<file path="src/rtl/gsdp_pkg.sv">
`default_nettype none
package gsdp_pkg;

    // Register addresses as seen behind the serial interface.
    localparam logic [7:0] ADDR_FLAGS   = 8'h1A;
    localparam logic [7:0] ADDR_TEMP_HI = 8'h1B;
    localparam logic [7:0] ADDR_TEMP_LO = 8'h1C;
    localparam logic [7:0] ADDR_X_HI    = 8'h1D;
    localparam logic [7:0] ADDR_X_LO    = 8'h1E;
    localparam logic [7:0] ADDR_Y_HI    = 8'h1F;
    localparam logic [7:0] ADDR_Y_LO    = 8'h20;
    localparam logic [7:0] ADDR_Z_HI    = 8'h21;
    localparam logic [7:0] ADDR_Z_LO    = 8'h22;
    localparam logic [7:0] ADDR_POWER   = 8'h3E;

    // Field positions in the status and power registers.
    localparam int FLAG_DATA_BIT  = 0;
    localparam int FLAG_PLL_BIT   = 2;
    localparam int PWR_RESET_BIT  = 7;
    localparam int PWR_SLEEP_BIT  = 6;
    localparam int PWR_X_STBY_BIT = 5;
    localparam int PWR_Y_STBY_BIT = 4;
    localparam int PWR_Z_STBY_BIT = 3;
    localparam int PWR_CLK_LSB    = 0;

    // Reset values.
    localparam logic [7:0]  FLAGS_RESET  = 8'h00;
    localparam logic [7:0]  POWER_RESET  = 8'h00;
    localparam logic [15:0] RESULT_RESET = 16'h0000;
    localparam logic [7:0]  RDATA_RESET  = 8'h00;

    // Clock source codes; 6 and 7 are reserved.
    localparam logic [2:0] CLK_INTERNAL = 3'h0;
    localparam logic [2:0] CLK_PLL_X    = 3'h1;
    localparam logic [2:0] CLK_PLL_Y    = 3'h2;
    localparam logic [2:0] CLK_PLL_Z    = 3'h3;
    localparam logic [2:0] CLK_EXT_32K  = 3'h4;
    localparam logic [2:0] CLK_EXT_19M  = 3'h5;

    // Interrupt pulse width, derived from the 25 MHz clock.
    localparam int CLK_PERIOD_NS    = 40;
    localparam int IRQ_PULSE_NS     = 50000;
    localparam int IRQ_PULSE_CYCLES = IRQ_PULSE_NS / CLK_PERIOD_NS;
    localparam logic [10:0] PULSE_LOAD = 11'(IRQ_PULSE_CYCLES);
    localparam logic [10:0] PULSE_ZERO = 11'h000;

    // One complete set of sensor results.
    typedef struct packed {
        logic [15:0] temp;
        logic [15:0] x;
        logic [15:0] y;
        logic [15:0] z;
    } gsdp_sample_t;

    // Interrupt configuration bits that live outside this block.
    typedef struct packed {
        logic irq_active_low;
        logic latch_mode;
        logic clear_on_any_read;
        logic pll_locked_irq_enable;
        logic data_ready_irq_enable;
    } gsdp_irq_cfg_t;

endpackage : gsdp_pkg
`default_nettype wire

</file>
<file path="src/rtl/gsdp_regs.sv">
`timescale 1ns/100ps
`default_nettype none
module gsdp_regs
    import gsdp_pkg::*;
(
    input  wire logic          clk_in,
    input  wire logic          nrst_in,
    input  wire logic [7:0]    reg_addr_in,
    input  wire logic          reg_wr_in,
    input  wire logic          reg_rd_in,
    input  wire logic [7:0]    reg_wdata_in,
    output logic [7:0]         reg_rdata_out,
    input  wire gsdp_irq_cfg_t irq_cfg_in,
    input  wire gsdp_sample_t  sample_in,
    input  wire logic          sample_valid_in,
    input  wire logic          pll_locked_in,
    output logic               irq_out,
    output logic               sleep_out,
    output logic [2:0]         standby_out,
    output logic [2:0]         clock_select_out,
    output logic               soft_reset_out
);

    // Address 1A holds the status flags and is read only.
    // Addresses 1B to 22 hold the four result words, high byte first.
    // Address 3E holds the power and clock control byte, read and write.
    // Every other address reads as zero, and every write there is dropped.
    // Read data stands from the cycle after the strobe until the next read.
    // A power write drives sleep, standby and clock select one cycle later.
    // A write with bit 7 set raises soft_reset_out for one cycle, and the
    // edge after that pulse returns flags, results, read data and a pulsed pin
    // to their defaults, while a latched pin follows the flags one edge later;
    // the power byte itself is cleared at once.
    // A burst keeps high and low bytes of one word together only while no
    // new sample lands between its reads, so the host should read on the
    // data interrupt and finish the burst well before the next sample.
    // Reserved clock codes are stored and passed on to the clock unit.

    // Picks one byte of a 16-bit result word.
    function automatic logic [7:0] pick_byte(
        input logic [15:0] word,
        input logic        high
    );
        pick_byte = high ? word[15:8] : word[7:0];
    endfunction : pick_byte

    // Address decode for reads; unmapped addresses answer zero.
    function automatic logic [7:0] read_mux(
        input logic [7:0]   addr,
        input logic [7:0]   flags_v,
        input logic [7:0]   power_v,
        input gsdp_sample_t res_v
    );
        if (addr == ADDR_FLAGS) begin
            read_mux = flags_v;
        end else if (addr == ADDR_TEMP_HI) begin
            read_mux = pick_byte(res_v.temp, 1'b1);
        end else if (addr == ADDR_TEMP_LO) begin
            read_mux = pick_byte(res_v.temp, 1'b0);
        end else if (addr == ADDR_X_HI) begin
            read_mux = pick_byte(res_v.x, 1'b1);
        end else if (addr == ADDR_X_LO) begin
            read_mux = pick_byte(res_v.x, 1'b0);
        end else if (addr == ADDR_Y_HI) begin
            read_mux = pick_byte(res_v.y, 1'b1);
        end else if (addr == ADDR_Y_LO) begin
            read_mux = pick_byte(res_v.y, 1'b0);
        end else if (addr == ADDR_Z_HI) begin
            read_mux = pick_byte(res_v.z, 1'b1);
        end else if (addr == ADDR_Z_LO) begin
            read_mux = pick_byte(res_v.z, 1'b0);
        end else if (addr == ADDR_POWER) begin
            read_mux = power_v;
        end else begin
            read_mux = RDATA_RESET;
        end
    endfunction : read_mux

    // Next value of one status bit. The set wins over a clear in the same
    // cycle, so an event that lands during a status read is never lost.
    function automatic logic flag_update(
        input logic old_v,
        input logic set_v,
        input logic clr_v
    );
        if (set_v) begin
            flag_update = 1'b1;
        end else if (clr_v) begin
            flag_update = 1'b0;
        end else begin
            flag_update = old_v;
        end
    endfunction : flag_update

    // True for every clock code except the internal oscillator. Reserved codes
    // are treated as loop sources, so a switch to them waits for a lock.
    function automatic logic needs_lock(
        input logic [2:0] code
    );
        if (code == CLK_PLL_X || code == CLK_PLL_Y || code == CLK_PLL_Z) begin
            needs_lock = 1'b1;
        end else if (code == CLK_EXT_32K || code == CLK_EXT_19M) begin
            needs_lock = 1'b1;
        end else if (code == CLK_INTERNAL) begin
            needs_lock = 1'b0;
        end else begin
            needs_lock = 1'b1;
        end
    endfunction : needs_lock

    logic [7:0]   flags;
    logic [7:0]   next_flags;
    logic [7:0]   power;
    logic [7:0]   next_power;
    logic [7:0]   next_rdata;
    logic         pll_wait;
    logic         next_pll_wait;
    logic         next_soft_reset;
    logic         reset_write;
    logic         power_write;
    logic         clear_read;
    logic         status_read;
    logic         data_event;
    logic         pll_event;
    logic         data_set;
    logic         pll_set;
    logic         irq_event;
    logic [2:0]   new_clock;
    gsdp_sample_t results;

    // Write decode; the reset bit takes priority over storing the byte.
    // Storing the other fields of that byte would be pointless, since the
    // device reset returns every field to its default.
    assign power_write = reg_wr_in && (reg_addr_in == ADDR_POWER);
    assign reset_write = power_write && reg_wdata_in[PWR_RESET_BIT];
    assign new_clock   = reg_wdata_in[PWR_CLK_LSB +: 3];

    // A status read is the only read that clears in the status-only method.
    assign status_read = reg_rd_in && (reg_addr_in == ADDR_FLAGS);

    // Sleep stops new results but the register file keeps answering.
    // Lock tracking and the read path keep running, so the host can still
    // read the held results and clear flags while the sensor rests.
    assign data_event = sample_valid_in && !sleep_out;

    // A reference switch arms the wait; the internal oscillator needs no lock.
    // Arming only on a real change of code avoids a spurious lock event
    // when the host rewrites the power byte with the same clock source.
    assign pll_event = pll_wait
        && (pll_locked_in || !needs_lock(clock_select_out));

    // Each source passes only through its own enable.
    assign data_set = data_event && irq_cfg_in.data_ready_irq_enable;
    assign pll_set  = pll_event && irq_cfg_in.pll_locked_irq_enable;
    assign irq_event = data_set || pll_set;

    // Clear condition follows the clear-method bit.
    // The read strobe counts whatever the address, so in the any-read
    // method a read of an unmapped address clears the flags as well.
    always_comb begin
        if (irq_cfg_in.clear_on_any_read) begin
            clear_read = reg_rd_in;
        end else begin
            clear_read = status_read;
        end
    end

    // Flag update. Only bits 2 and 0 exist; every other bit reads zero.
    // Pin polarity and latch mode never enter this path, so the flags mean
    // the same thing whatever the pin is set up to do.
    // A device reset overrides everything, including a set in that cycle.
    always_comb begin
        next_flags = FLAGS_RESET;
        next_flags[FLAG_DATA_BIT] =
            flag_update(flags[FLAG_DATA_BIT], data_set, clear_read);
        next_flags[FLAG_PLL_BIT] =
            flag_update(flags[FLAG_PLL_BIT], pll_set, clear_read);
        if (soft_reset_out) begin
            next_flags = FLAGS_RESET;
        end
    end

    // Power register and PLL lock tracking. The reset bit itself is never
    // stored, so the register reads back its default after a device reset.
    // A lock event and a clock write in one cycle leave the wait armed,
    // because that lock belonged to the old source.
    always_comb begin
        next_power      = power;
        next_pll_wait   = pll_wait;
        next_soft_reset = 1'b0;
        if (pll_event) begin
            next_pll_wait = 1'b0;
        end
        if (reset_write) begin
            next_power      = POWER_RESET;
            next_pll_wait   = 1'b0;
            next_soft_reset = 1'b1;
        end else if (power_write) begin
            next_power = reg_wdata_in;
            if (new_clock != clock_select_out) begin
                next_pll_wait = 1'b1;
            end
        end
    end

    // Read data is captured on the read strobe from the pre-clear values.
    // Capturing before the clear is what lets a status read report the
    // flags that the same read is about to clear.
    // Writes to the status and result addresses fall through unused.
    always_comb begin
        next_rdata = reg_rdata_out;
        if (reg_rd_in) begin
            next_rdata = read_mux(reg_addr_in, flags, power, results);
        end
        if (soft_reset_out) begin
            next_rdata = RDATA_RESET;
        end
    end

    // Status flag register. Only the pin reset is handled here; the device
    // reset arrives through next_flags like any other update.
    always_ff @(posedge clk_in or negedge nrst_in) begin
        if (!nrst_in) begin
            flags <= FLAGS_RESET;
        end else begin
            flags <= next_flags;
        end
    end

    // Power byte, lock tracking and the one-cycle device reset pulse.
    always_ff @(posedge clk_in or negedge nrst_in) begin
        if (!nrst_in) begin
            power          <= POWER_RESET;
            pll_wait       <= 1'b0;
            soft_reset_out <= 1'b0;
        end else begin
            power          <= next_power;
            pll_wait       <= next_pll_wait;
            soft_reset_out <= next_soft_reset;
        end
    end

    // Read data register; it holds its byte between reads.
    always_ff @(posedge clk_in or negedge nrst_in) begin
        if (!nrst_in) begin
            reg_rdata_out <= RDATA_RESET;
        end else begin
            reg_rdata_out <= next_rdata;
        end
    end

    // Power controls drive the analogue side straight from the register.
    assign sleep_out = power[PWR_SLEEP_BIT];

    // Standby order is X, Y, Z from high bit to low bit.
    // A channel in standby keeps its last result in the result store.
    assign standby_out = {power[PWR_X_STBY_BIT],
                          power[PWR_Y_STBY_BIT],
                          power[PWR_Z_STBY_BIT]};

    // Reserved codes are passed through; the clock unit decides what they do.
    assign clock_select_out = power[PWR_CLK_LSB +: 3];

    // Result storage, cleared with the flags and read data on the edge after the device reset pulse.
    gsdp_results u_results (
        .clk_in      (clk_in),
        .nrst_in     (nrst_in),
        .clear_in    (soft_reset_out),
        .capture_in  (data_event),
        .standby_in  (standby_out),
        .sample_in   (sample_in),
        .results_out (results)
    );

    // Interrupt pin: pulse or latch, with polarity applied last.
    // The pin sees every enabled event even in latch mode, so a pulse that
    // is still running carries on if the host switches to pulse mode.
    gsdp_irq_pin u_irq_pin (
        .clk_in     (clk_in),
        .nrst_in    (nrst_in),
        .clear_in   (soft_reset_out),
        .cfg_in     (irq_cfg_in),
        .pending_in (|flags),
        .event_in   (irq_event),
        .irq_out    (irq_out)
    );

endmodule : gsdp_regs
`default_nettype wire

</file>
<file path="src/rtl/gsdp_results.sv">
`timescale 1ns/100ps
`default_nettype none
module gsdp_results
    import gsdp_pkg::*;
(
    input  wire logic         clk_in,
    input  wire logic         nrst_in,
    input  wire logic         clear_in,
    input  wire logic         capture_in,
    input  wire logic [2:0]   standby_in,
    input  wire gsdp_sample_t sample_in,
    output gsdp_sample_t      results_out
);

    gsdp_sample_t next_results;

    // All four words load in the same edge; a burst that spans a new sample still mixes them.
    // A channel in standby keeps its last value.
    always_comb begin
        next_results = results_out;
        if (clear_in) begin
            next_results = '{RESULT_RESET, RESULT_RESET, RESULT_RESET, RESULT_RESET};
        end else if (capture_in) begin
            next_results.temp = sample_in.temp;
            if (!standby_in[2]) next_results.x = sample_in.x;
            if (!standby_in[1]) next_results.y = sample_in.y;
            if (!standby_in[0]) next_results.z = sample_in.z;
        end
    end

    // Result storage.
    always_ff @(posedge clk_in or negedge nrst_in) begin
        if (!nrst_in) begin
            results_out <= '{RESULT_RESET, RESULT_RESET, RESULT_RESET, RESULT_RESET};
        end else begin
            results_out <= next_results;
        end
    end

endmodule : gsdp_results
`default_nettype wire

</file>
<file path="src/rtl/gsdp_irq_pin.sv">
`timescale 1ns/100ps
`default_nettype none
module gsdp_irq_pin
    import gsdp_pkg::*;
(
    input  wire logic          clk_in,
    input  wire logic          nrst_in,
    input  wire logic          clear_in,
    input  wire gsdp_irq_cfg_t cfg_in,
    input  wire logic          pending_in,
    input  wire logic          event_in,
    output logic               irq_out
);

    typedef enum logic [0:0] {PULSE_IDLE, PULSE_ON} gsdp_pulse_t;

    gsdp_pulse_t state;
    gsdp_pulse_t next_state;
    logic [10:0] count;
    logic [10:0] next_count;
    logic        next_irq;
    logic        active;

    // Each new event restarts a fixed-width pulse; latch mode follows the flags.
    always_comb begin
        next_state = state;
        next_count = count;
        case (state)
            PULSE_IDLE: begin
                if (event_in && !clear_in) begin
                    next_state = PULSE_ON;
                    next_count = PULSE_LOAD - 11'h001;
                end
            end
            PULSE_ON: begin
                if (clear_in) begin
                    next_state = PULSE_IDLE;
                end else if (event_in) begin
                    next_count = PULSE_LOAD - 11'h001;
                end else if (count == PULSE_ZERO) begin
                    next_state = PULSE_IDLE;
                end else begin
                    next_count = count - 11'h001;
                end
            end
            default: next_state = PULSE_IDLE;
        endcase
        active   = cfg_in.latch_mode ? pending_in : (next_state == PULSE_ON);
        next_irq = active ^ cfg_in.irq_active_low;
    end

    // Pulse state and the registered pin level.
    always_ff @(posedge clk_in or negedge nrst_in) begin
        if (!nrst_in) begin
            state   <= PULSE_IDLE;
            count   <= PULSE_ZERO;
            irq_out <= 1'b0;
        end else begin
            state   <= next_state;
            count   <= next_count;
            irq_out <= next_irq;
        end
    end

endmodule : gsdp_irq_pin
`default_nettype wire

</file>
<file path="config.mk">
export PLATFORM = sky130hd
export DESIGN_NAME = gsdp_regs
export DESIGN_NICKNAME = d
export VERILOG_FILES = /design/src/rtl/gsdp_pkg.sv /design/src/rtl/gsdp_regs.sv /design/src/rtl/gsdp_results.sv /design/src/rtl/gsdp_irq_pin.sv
export SDC_FILE = /design/constraint.sdc
export NUM_CORES = 1
export LEC_CHECK = 0
export ABC_AREA = 1
export BUFFER_PORTS_ARGS = -buffer_cell sky130_fd_sc_hd__buf_2
export CORE_MARGIN = 8
export CORE_UTILIZATION = 50
export DETAILED_ROUTE_END_ITERATION = 8
export PLACE_DENSITY = 0.74
export SLEW_MARGIN = 10
export SYNTH_ARGS = -nofsm -noshare
export SYNTH_HDL_FRONTEND = slang
export SYNTH_SLANG_ARGS = --single-unit
</file>
<file path="constraint.sdc">
create_clock -name clk_in -period 2.55 [get_ports clk_in]
set_input_delay 0.3825 -clock clk_in [delete_from_list [all_inputs] [get_ports clk_in]]
set_output_delay 0.3825 -clock clk_in [all_outputs]
set_load 0.02 [all_outputs]
</file>
==> Word-level counts from Yosys, hierarchy flattened <==
Index checks and enable logic that the tools add are counted.
W data, S select, Z words.
{ "classes": {"addsub": 1, "eq_ne": 22, "muxes": 43, "bitwise": 2, "n_reduce_logical": 28} }
{ "op_table": {"columns": ["op", "n"], "rows": [
  ["$mux W64", 2],
  ["$mux W8", 14],
  ["$eq A8 B5 Y1 const B", 6],
  ["$mux W16", 3],
  ["$mux W11", 4],
  ["$eq A8 B6 Y1 const B", 4],
  ["$pmux W11 S2", 1],
  ["$mux W1", 17],
  ["$logic_not A11 Y1", 1],
  ["$sub A11 B1 Y11 const B", 1],
  ["$logic_and A1 B1 Y1", 8],
  ["$ne A2 B2 Y1 const B", 4],
  ["$reduce_or A8 Y1", 1],
  ["$eq A3 B2 Y1 const B", 2],
  ["$eq A3 B3 Y1 const B", 2],
  ["$reduce_and A2 Y1", 3],
  ["$reduce_bool A2 Y1", 3],
  ["$reduce_bool A3 Y1", 2],
  ["$logic_or A1 B1 Y1", 5],
  ["$eq A3 B1 Y1 const B", 1],
  ["$logic_not A1 Y1", 3],
  ["$logic_not A3 Y1", 1],
  ["$mux W3", 1],
  ["$ne A3 B2 Y1 const B", 1],
  ["other kinds (6)", 6]
]} }
{ "totals": {"ff_bits": 103, "in_bits": 91, "wordCells": 110} }

==> Longest topological paths before layout <==
Gate-level depths: netlist of the first run.
{ "depth": {"ltp_word": 14, "ltp_mapped": 13, "mapped_depth_nobuf": 13} }

==> Modules after synthesis <==
A second synthesis of the first run with hierarchy kept.
{ "unflattened": {"cells_unflattened": 741, "area_unflattened_um2": 5571.6} }
{ "modules_own_cells": {"columns": ["module", "n_inst", "cells_per_inst", "area_per_inst_um2"], "rows": [
  ["gsdp_results", 1, 342, 2950.3],
  ["gsdp_regs", 1, 286, 1765.4],
  ["gsdp_irq_pin", 1, 113, 855.8]
]} }

==> Least setup slack after synthesis of the first run <==
No wires, ideal clock.
{ "synth_path": {"path_kind": "register to register", "start": "register u_irq_pin.count[0]", "end": "register u_irq_pin.count[6]", "arrival_ns": 1.550, "required_ns": 2.421, "setup_slack_ns": 0.870, "stages_incl_launch_ff": 12, "period_less_slack_ns": 1.680, "path_cell_list": "dfrtp_1 inv_1 ha_1 nand3_2 nand3b_4 o21ai_2 nand3_2 nand2_4 inv_4 buf_6 nand2_2 nand3_1"} }
{ "synth_via": {"elab_chain_len": 5, "elab_cells_between_ends": 8, "cone_classes": "add/sub: 1; eq/ne: 1; mux: 4; reduce/logical: 2"} }
{ "synth_lines": {"columns": ["element", "line", "text"], "rows": [
  ["start, declared", "gsdp_irq_pin.sv:19", "logic [10:0] count;"],
  ["start signal, assigned", "gsdp_irq_pin.sv:60", "count <= next_count;"],
  ["$sub A11 B1 Y11", "gsdp_irq_pin.sv:43", "next_count = count - 11'h001;"],
  ["$mux W11", "gsdp_irq_pin.sv:40", "end else if (count == PULSE_ZERO) begin"],
  ["$mux W11", "gsdp_irq_pin.sv:38", "end else if (event_in) begin"],
  ["$mux W11", "gsdp_irq_pin.sv:36", "if (clear_in) begin"],
  ["$pmux W11 S2", "gsdp_irq_pin.sv:28", "case (state)"]
]} }
Several ways; a longest one is shown, not always the timed one. The select of a mux whose other input is x is not followed.
A chain may end at the register's enable or synchronous reset.

==> Worst setup path after layout of the first run <==
{ "layout_path": {"start": "register u_irq_pin.count[0]", "end": "register u_irq_pin.count[0]"} }
The elaborated chain is that of the path after synthesis.

==> results of run 1 <==
-- metrics by stage --
stage               util [%]  std cells  hold WS, ns  total power, mW
floorplan                  -        646       0.0869             2.10
global placement        58.1        872        0.329             2.30
detailed placement      58.1        872        0.329             2.32
CTS                     60.3        889        0.201             3.34
global route            60.3        890        0.223             3.50
finish                  60.3        891        0.206             3.33
-- layout make-up --
cell class              instances  area share [%]
clock inverters                 6            1.24
inverters                     112            7.21
diodes                          2          0.0853
repair buffers                118            10.8
multi-input cells             413            34.3
well taps                     133            2.84
clock buffers                  10            2.17
flip-flops and latches         97            41.4
-- report_power, final --
| part | internal [mW] | leakage, nW | switching (mW) |
|---|---|---|---|
| clock | 0.467 | 0.0979 | 0.577 |
| combinational | 0.209 | 1.80 | 0.321 |
| sequential | 1.68 | 1.20 | 0.0808 |
-- final timing paths --
kind	startpoint	cells after the start	to
worst max-delay path	u_irq_pin.count[0]$_DFFE_PN0P_	10	u_irq_pin.count[0]$_DFFE_PN0P_
worst min-delay path	sample_in[60]	3	u_results.results_out[60]$_DFFE_PN0P_
worst max register to register	u_irq_pin.count[0]$_DFFE_PN0P_	10	u_irq_pin.count[0]$_DFFE_PN0P_
worst min register to register	u_irq_pin.count[10]$_DFFE_PN0P_	2	u_irq_pin.count[10]$_DFFE_PN0P_
max in group asynchronous	nrst_in	3	u_results.results_out[26]$_DFFE_PN0P_
min in group asynchronous	nrst_in	2	u_results.results_out[59]$_DFFE_PN0P_
-- kinds of logic after synthesis --
family | after synthesis | synth area share [%]
simple gates | 295 | 26.8
xor+xnor | 9 | 1.58
fa+ha+maj | 1 | 0.251
flops | 97 | 48.6
compound gates | 108 | 11.7
buf+inv | 136 | 11.1
-- critical path: cells and delay by family, from the launching register on --
family | cells | cell delay [ns]
and+or+nand+nor | 4 | 0.57
DFF | 1 | 0.37
AOI/OAI and AO/OA | 3 | 0.33
buffers and inverters | 2 | 0.22
adders and majority gates | 1 | 0.22
-- layer usage --
| metal | share of wire (%) | global-route usage, % |
|---|---|---|
| met4 | 2.8 | 9.59 |
| met2 | 43 | 31.0 |
| met1 | 48 | 28.6 |
| met3 | 6.7 | 3.34 |
| met5 | 0 | 0 |
-- state kept, by name, indices dropped and copies added (netlist names) --
| signal | cells |
|---|---|
| u_irq_pin.state | 1 |
| power | 8 |
| flags | 2 |
| u_irq_pin.count | 11 |
| u_results.results_out | 64 |
| pll_wait | 1 |
| reg_rdata_out | 8 |
| u_irq_pin.irq_out | 1 |
| soft_reset_out | 1 |
-- what timing repair did --
item / in CTS / in global routing
buffers inserted: 0 / 0
gates resized for setup: 0 / 0
hold endpoints to repair: 26 / 0
hold buffers: 1 / 0
-- cells in the mapped netlist --
master / instances
nand2_2: 3
buf_6: 1
nand3b_4: 1
nand3_1: 92
o21ai_2: 4
dfrtp_1: 97
a31o_2: 1
nand2_4: 1
a21oi_1: 11
ha_1: 1
a21boi_2: 1
buf_2: 6
nor2_1: 42
nor2_2: 1
inv_2: 5
o31ai_4: 1
xor2_1: 6
inv_1: 106
nor3_1: 8
clkbuf_1: 6
nand2_1: 131
inv_4: 1
o21ai_0: 81
nand3_2: 3
nor2_4: 3
nand4_1: 8
xnor2_1: 3
o21ai_1: 9
buf_1: 4
nand3b_1: 2
buf_4: 7
==> run metrics, run 1 <==
crit-path max cell delay=between 0.3 and 0.4 ns; CTS Sinks=97; DRC=0; Inserted Clock Buffers=9; clock buffer depth=2; Multi-input gate area=0.00201 mm^2; Post-DP Area=roughly 0.0057 mm^2; Hold Crit Class=input port to flop; share of the synthesized area in the top cell type=48.6%; Worst Tran Pin Value=0.607 ns; Rows=36; io pins=108; Die Area=roughly 0.013 mm^2; largest net degree at the start of global routing=between 40 and 50; maximum clock rate=about 550 MHz; Tot GR Track Use=20.7%; final period utilization=around 71%; setup violators final=0; Layout Nets=around 840; Area Growth Syn to Fin=17.6%; critical path cell sequence=inv_1, ha_1, nand3_2, nand3b_4, o21ai_2, nand3_2, nand2_4, inv_4, o21ai_0, o21ai_2; vias=approximately 4600; Synth Instances=roughly 650; Initial Utilization=between 50% and 60%; H-tree depth=3; Leak=approximately 3.1 nW; Final Hold Vio Count=0; Root Driver=clkbuf_8; max-slew violation count=0; DRT Wirelength=~13 mm; syn_nets=738; number of vias per cell=~5; most common cell after layout, fill and taps aside=nand2_1; Remaining Overflow, GRT=0; yosys warns=0; crit path time final=approximately 1.8 ns; Filler Cell Count=~900; layout cell share with drive strength beyond 1=20.9%; worst reg2reg setup slack=0.75 ns; GPL Wtd Cong=0.889; first-pass GRT wire length=around 22 mm; Core ar.=~0.01 mm^2; critical path class=flop to flop; pwr/cell area=roughly 570 mW/mm^2; Yosys cell types=31; number of synthesized register bits=a little under 100; Critical Path RT=2.81 ns; Die Wd=116 um; synth top area cells=dfrtp_1 49%, nand2_1 9.9%, nand3_1 9.2%; area leader, netlist=dfrtp_1; crit start category=flop; sequential fraction of the synthesis area=48.6%; fin area=approximately 0.006 mm^2; Syn Std Cell Area=0.00499 mm^2; Slowest-stage cell, CP=dfrtp_1; register area=between 0.002 and 0.0025 mm^2; Routed Antenna Nets=0; CTS tree=yes; Rel. slew slack=about three fifths; crit path capture type=flop; Max-Cap Viols=0; Place WS=0.665 ns; Initial DRT Pass Iterations=5; DR WL/cell=between 10 and 15 um; Clock Skews=0.0191 ns; worst-path maximum fanout=14; initial antenna violation count=1; DRT iter0 DRCs=393; RSZ-0062 raised after global routing=false; Peak VDD IR=approximately 300 uV; setup ws final=between 0.7 and 0.8 ns; Worst-path clk slew=around 0.11 ns; critical path arrival=2.06 ns; most frequent cells in the layout=131 x nand2_1, 106 x inv_1, 106 x buf_2; Avg Inst Size Synth=7.72 um^2; setup tns final=0 ns; Chip Height=about 120 um; IO buf count=around 110; status=finished, final reports clean; Worst-Skew Late Latency=approximately 0.38 ns; number of global-route vias before repair=4619; post-DP HPWL=a little over 10 mm
Note: power is estimated with default switching activity, not from simulation.
==> run 2, diff against run 1 <==
--- a/config.mk
+++ b/config.mk
@@ -5,12 +5,12 @@
 export SDC_FILE = /design/constraint.sdc
 export NUM_CORES = 1
 export LEC_CHECK = 0
-export ABC_AREA = 1
+export ABC_AREA = 0
 export BUFFER_PORTS_ARGS = -buffer_cell sky130_fd_sc_hd__buf_2
 export CORE_MARGIN = 8
 export CORE_UTILIZATION = 50
 export DETAILED_ROUTE_END_ITERATION = 8
-export PLACE_DENSITY = 0.74
+export PLACE_DENSITY = 0.75
 export SLEW_MARGIN = 10
 export SYNTH_ARGS = -nofsm -noshare
 export SYNTH_HDL_FRONTEND = slang
==> constraint.sdc (replaced) <==
create_clock -name clk_in -period 1.8 [get_ports clk_in]
set_input_delay 0.27 -clock clk_in [delete_from_list [all_inputs] [get_ports clk_in]]
set_output_delay 0.27 -clock clk_in [all_outputs]
set_load 0.02 [all_outputs]
==> run 2 against run 1 <==
Effect of this change:
- sequential power increased by 44%
- clock skew decreased by 0.011 ns
- total power increased by 54%
- register-to-register slack got worse by 0.93 ns
- critical endpoint is now u_irq_pin.irq_out$_DFF_PN0_
- utilization increased by 5.3 points
- hold slack got worse by 0.12 ns
- clock-buffer cell count increased by 1
- setup slack got worse by 0.93 ns
- the flow now finishes with violations (setup timing)
==> run metrics, run 2 <==
status=complete, but fails checks; violated checks=setup timing; worst-path maximum fanout=2; Critical Path RT=2.08 ns; R2R cell count=6; Inserted Clock Buffers=9; io pins=about 110; Clock Skews=~0.0084 ns; Area Growth Syn to Fin=27.2%; H-tree depth=3; Hold Crit Depth=2; Peak VDD IR=477 uV; post-DP HPWL=between 10 and 15 mm; Chip Height=approximately 110 um; GPL Wtd Cong=around 0.89; Die Area=0.0130 mm^2; Remaining Overflow, GRT=0; Hold Crit Class=input port to flop; global routing usage on met1=approximately 29%; Clk network pwr share=about a third; ys flop type=dfrtp_1; largest net degree at the start of global routing=42; setup tns final=-1.14 ns; yosys warns=0; grt met3 use=under 10%; r2r endpoint=u_irq_pin.irq_out$_DFF_PN0_; pwr/cell area=approximately 850 mW/mm^2; Max-Cap Viols=0; Post-DP Area=0.00575 mm^2; Rows=35; share of the synthesized area in the top cell type=~51%; Leak=between 2 and 3 nW; CTS tree=yes; max-slew violation count=0; Filler Cell Count=a little over 800; number of global-route vias before repair=between 4000 and 5000; clock buffer depth=2; maximum clock rate=just over 500 MHz; Core ar.=0.00928 mm^2; crit path capture type=flop; layout cell share with drive strength beyond 1=between 30% and 40%; DRC=0; number of vias per cell=~5.5; Worst-path clk slew=roughly 0.1 ns; most frequent cells in the layout=133 x nand2_1, 106 x buf_2, 96 x dfrtp_1; Largest register FFs=64; sequential fraction of the synthesis area=50.7%; Hold Path End=u_irq_pin.irq_out$_DFF_PN0_; final period utilization=110%; Synth top cells by count=134 x nand2_1, 97 x dfrtp_1, 58 x a21oi_1; Routed Antenna Nets=0; Int Pwr=~3.7 mW; vias=around 4400; critical path class=flop to flop; DRT iter0 DRCs=roughly 300; fin area=0.00609 mm^2; Worst Tran Pin Value=around 0.70 ns; Die Wd=around 110 um; Sw Share=~27%; FFs w/ async S/R, synth=100%; syn_nets=roughly 610; P_sw=between 1 and 1.5 mW; initial antenna violation count=0; Place WS=-0.212 ns; Layout Nets=roughly 750; Synth Instances=between 500 and 600; setup ws final=-0.185 ns; IO buf count=approximately 110; Root Driver=clkbuf_8; Tot GR Track Use=21.3%; RSZ-0062 raised after global routing=true; number of synthesized register bits=97; crit path time final=about 2.0 ns; Syn Std Cell Area=between 0.004 and 0.005 mm^2; Avg Inst Size Synth=between 9 and 10 um^2; Initial Utilization=between 50% and 60%; Top Registers=u_results.results_out: 64 flops, u_irq_pin.count: 11 flops; Final Hold Vio Count=0; most common cell after layout, fill and taps aside=nand2_1; worst reg2reg setup slack=-0.19 ns; Biggest register=u_results.results_out; CTS Sinks=between 90 and 100; critical path arrival=approximately 2.3 ns; synth top area cells=dfrtp_1 51%, nand2_1 11%, a21oi_1 6.1%; DRT Wirelength=13.5 mm; n_diodes=0; Rel. slew slack=53.1%; Sequential Power Share=roughly 49%; Comb pwr share=about 19%; count leader, synth=nand2_1; area leader, netlist=dfrtp_1; first-pass GRT wire length=around 22 mm; GR Layer Usage met2=about 33%; DR WL/cell=roughly 17 um; critical hold path startpoint=irq_cfg_in[4]; number of synthesized flops with an enable pin=0; Worst-Skew Late Latency=0.36 ns; Yosys cell types=roughly 50; crit start category=flop; setup violators final=10; Initial DRT Pass Iterations=5; global routing's busiest layer=met2; FF-to-FF Start=u_irq_pin.count[10]$_DFFE_PN0P_
==> run 2: cell count changes after synthesis, sizes merged, moves of 18 or more <==
cell / previous run / this run
a21oi: 11 / 58
o21ai: 94 / 21
nor2: 46 / 19
nand3: 95 / 1
a22o: 0 / 18
inv: 112 / 10
==> run 2: critical path, cell delays in order (launching register included) <==
cell and delay, ns:
dfrtp_1 0.39, or4_4 0.55, o41ai_4 0.38, buf_4 0.18
nor2_4 0.04, o31ai_4 0.22, xnor2_1 0.13
==> run 2: cells by family (layout without fill, tap and decap cells) <==
logic type      after synthesis  count (layout)  synth area share [%]
buf+inv                      45             187                  4.05
xor+xnor                      9               9                  1.65
fa+ha+maj                     1               1                 0.261
flops                        97              97                  50.7
simple gates                201             201                  18.9
mux                          12              12                  2.67
compound gates              154             154                  21.8
==> run 2: metrics by stage <==
stage	power [mW]	cells	hold WS (ns)	utilization, %
CTS	5.11	787	0.0812	64.9
global route	5.40	790	0.0949	65.6
floorplan	3.05	519	-0.0256	-
global placement	3.45	769	0.223	61.9
finish	5.15	790	0.0868	65.6
detailed placement	3.49	769	0.229	61.9
==> run 2: area by class of cell <==
type	instances	area (um^2)	share of cell area [%]
Inverter	10	37.5	0.616
Multi-Input combinational cell	377	2250	37.0
Clock buffer	11	151	2.49
Clock inverter	5	77.6	1.27
Sequential cell	97	2430	39.9
Timing Repair Buffer	161	982	16.1
Tap cell	129	161	2.65
==> run 2: power by group through the flow <==
stage               clock (mW)  sequential (mW)  combinational (mW)
floorplan                    0             2.55               0.501
global placement             0             2.56               0.891
detailed placement           0             2.57               0.915
CTS                       1.64             2.53               0.945
global route              1.73             2.56                1.10
finish                    1.62             2.54               0.994
==> run 2: worst max path at each step <==
stage / from / end / slack [ns] / cells after the start
after floorplan: u_irq_pin.count[9]$_DFFE_PN0P_ / u_irq_pin.irq_out$_DFF_PN0_ / -0.21 / 5
after global placement: reg_addr_in[5] / reg_rdata_out[1]$_DFFE_PN0P_ / -0.18 / 6
after detailed placement: reg_addr_in[5] / reg_rdata_out[1]$_DFFE_PN0P_ / -0.21 / 6
after CTS: u_irq_pin.count[8]$_DFFE_PN0P_ / u_irq_pin.count[5]$_DFFE_PN0P_ / -0.18 / 6
after global routing: u_irq_pin.count[10]$_DFFE_PN0P_ / u_irq_pin.irq_out$_DFF_PN0_ / -0.25 / 6
final: u_irq_pin.count[10]$_DFFE_PN0P_ / u_irq_pin.irq_out$_DFF_PN0_ / -0.19 / 6
==> run 2: what timing repair did <==
action | in CTS | in global routing
endpoints found under the hold margin | 27 | 0
setup buffers | 1 | 3
endpoints found under the setup margin | 27 | 13
hold buffers | 1 | 0
resized for setup | 6 | 12
pin swaps | 6 | 4
==> run 2: metal layers <==
metal,routed length [um],up-vias
met2,6320,142
met3,820,23
met1,6070,2084
met4,276,0
li1,-,2130
met5,0,-
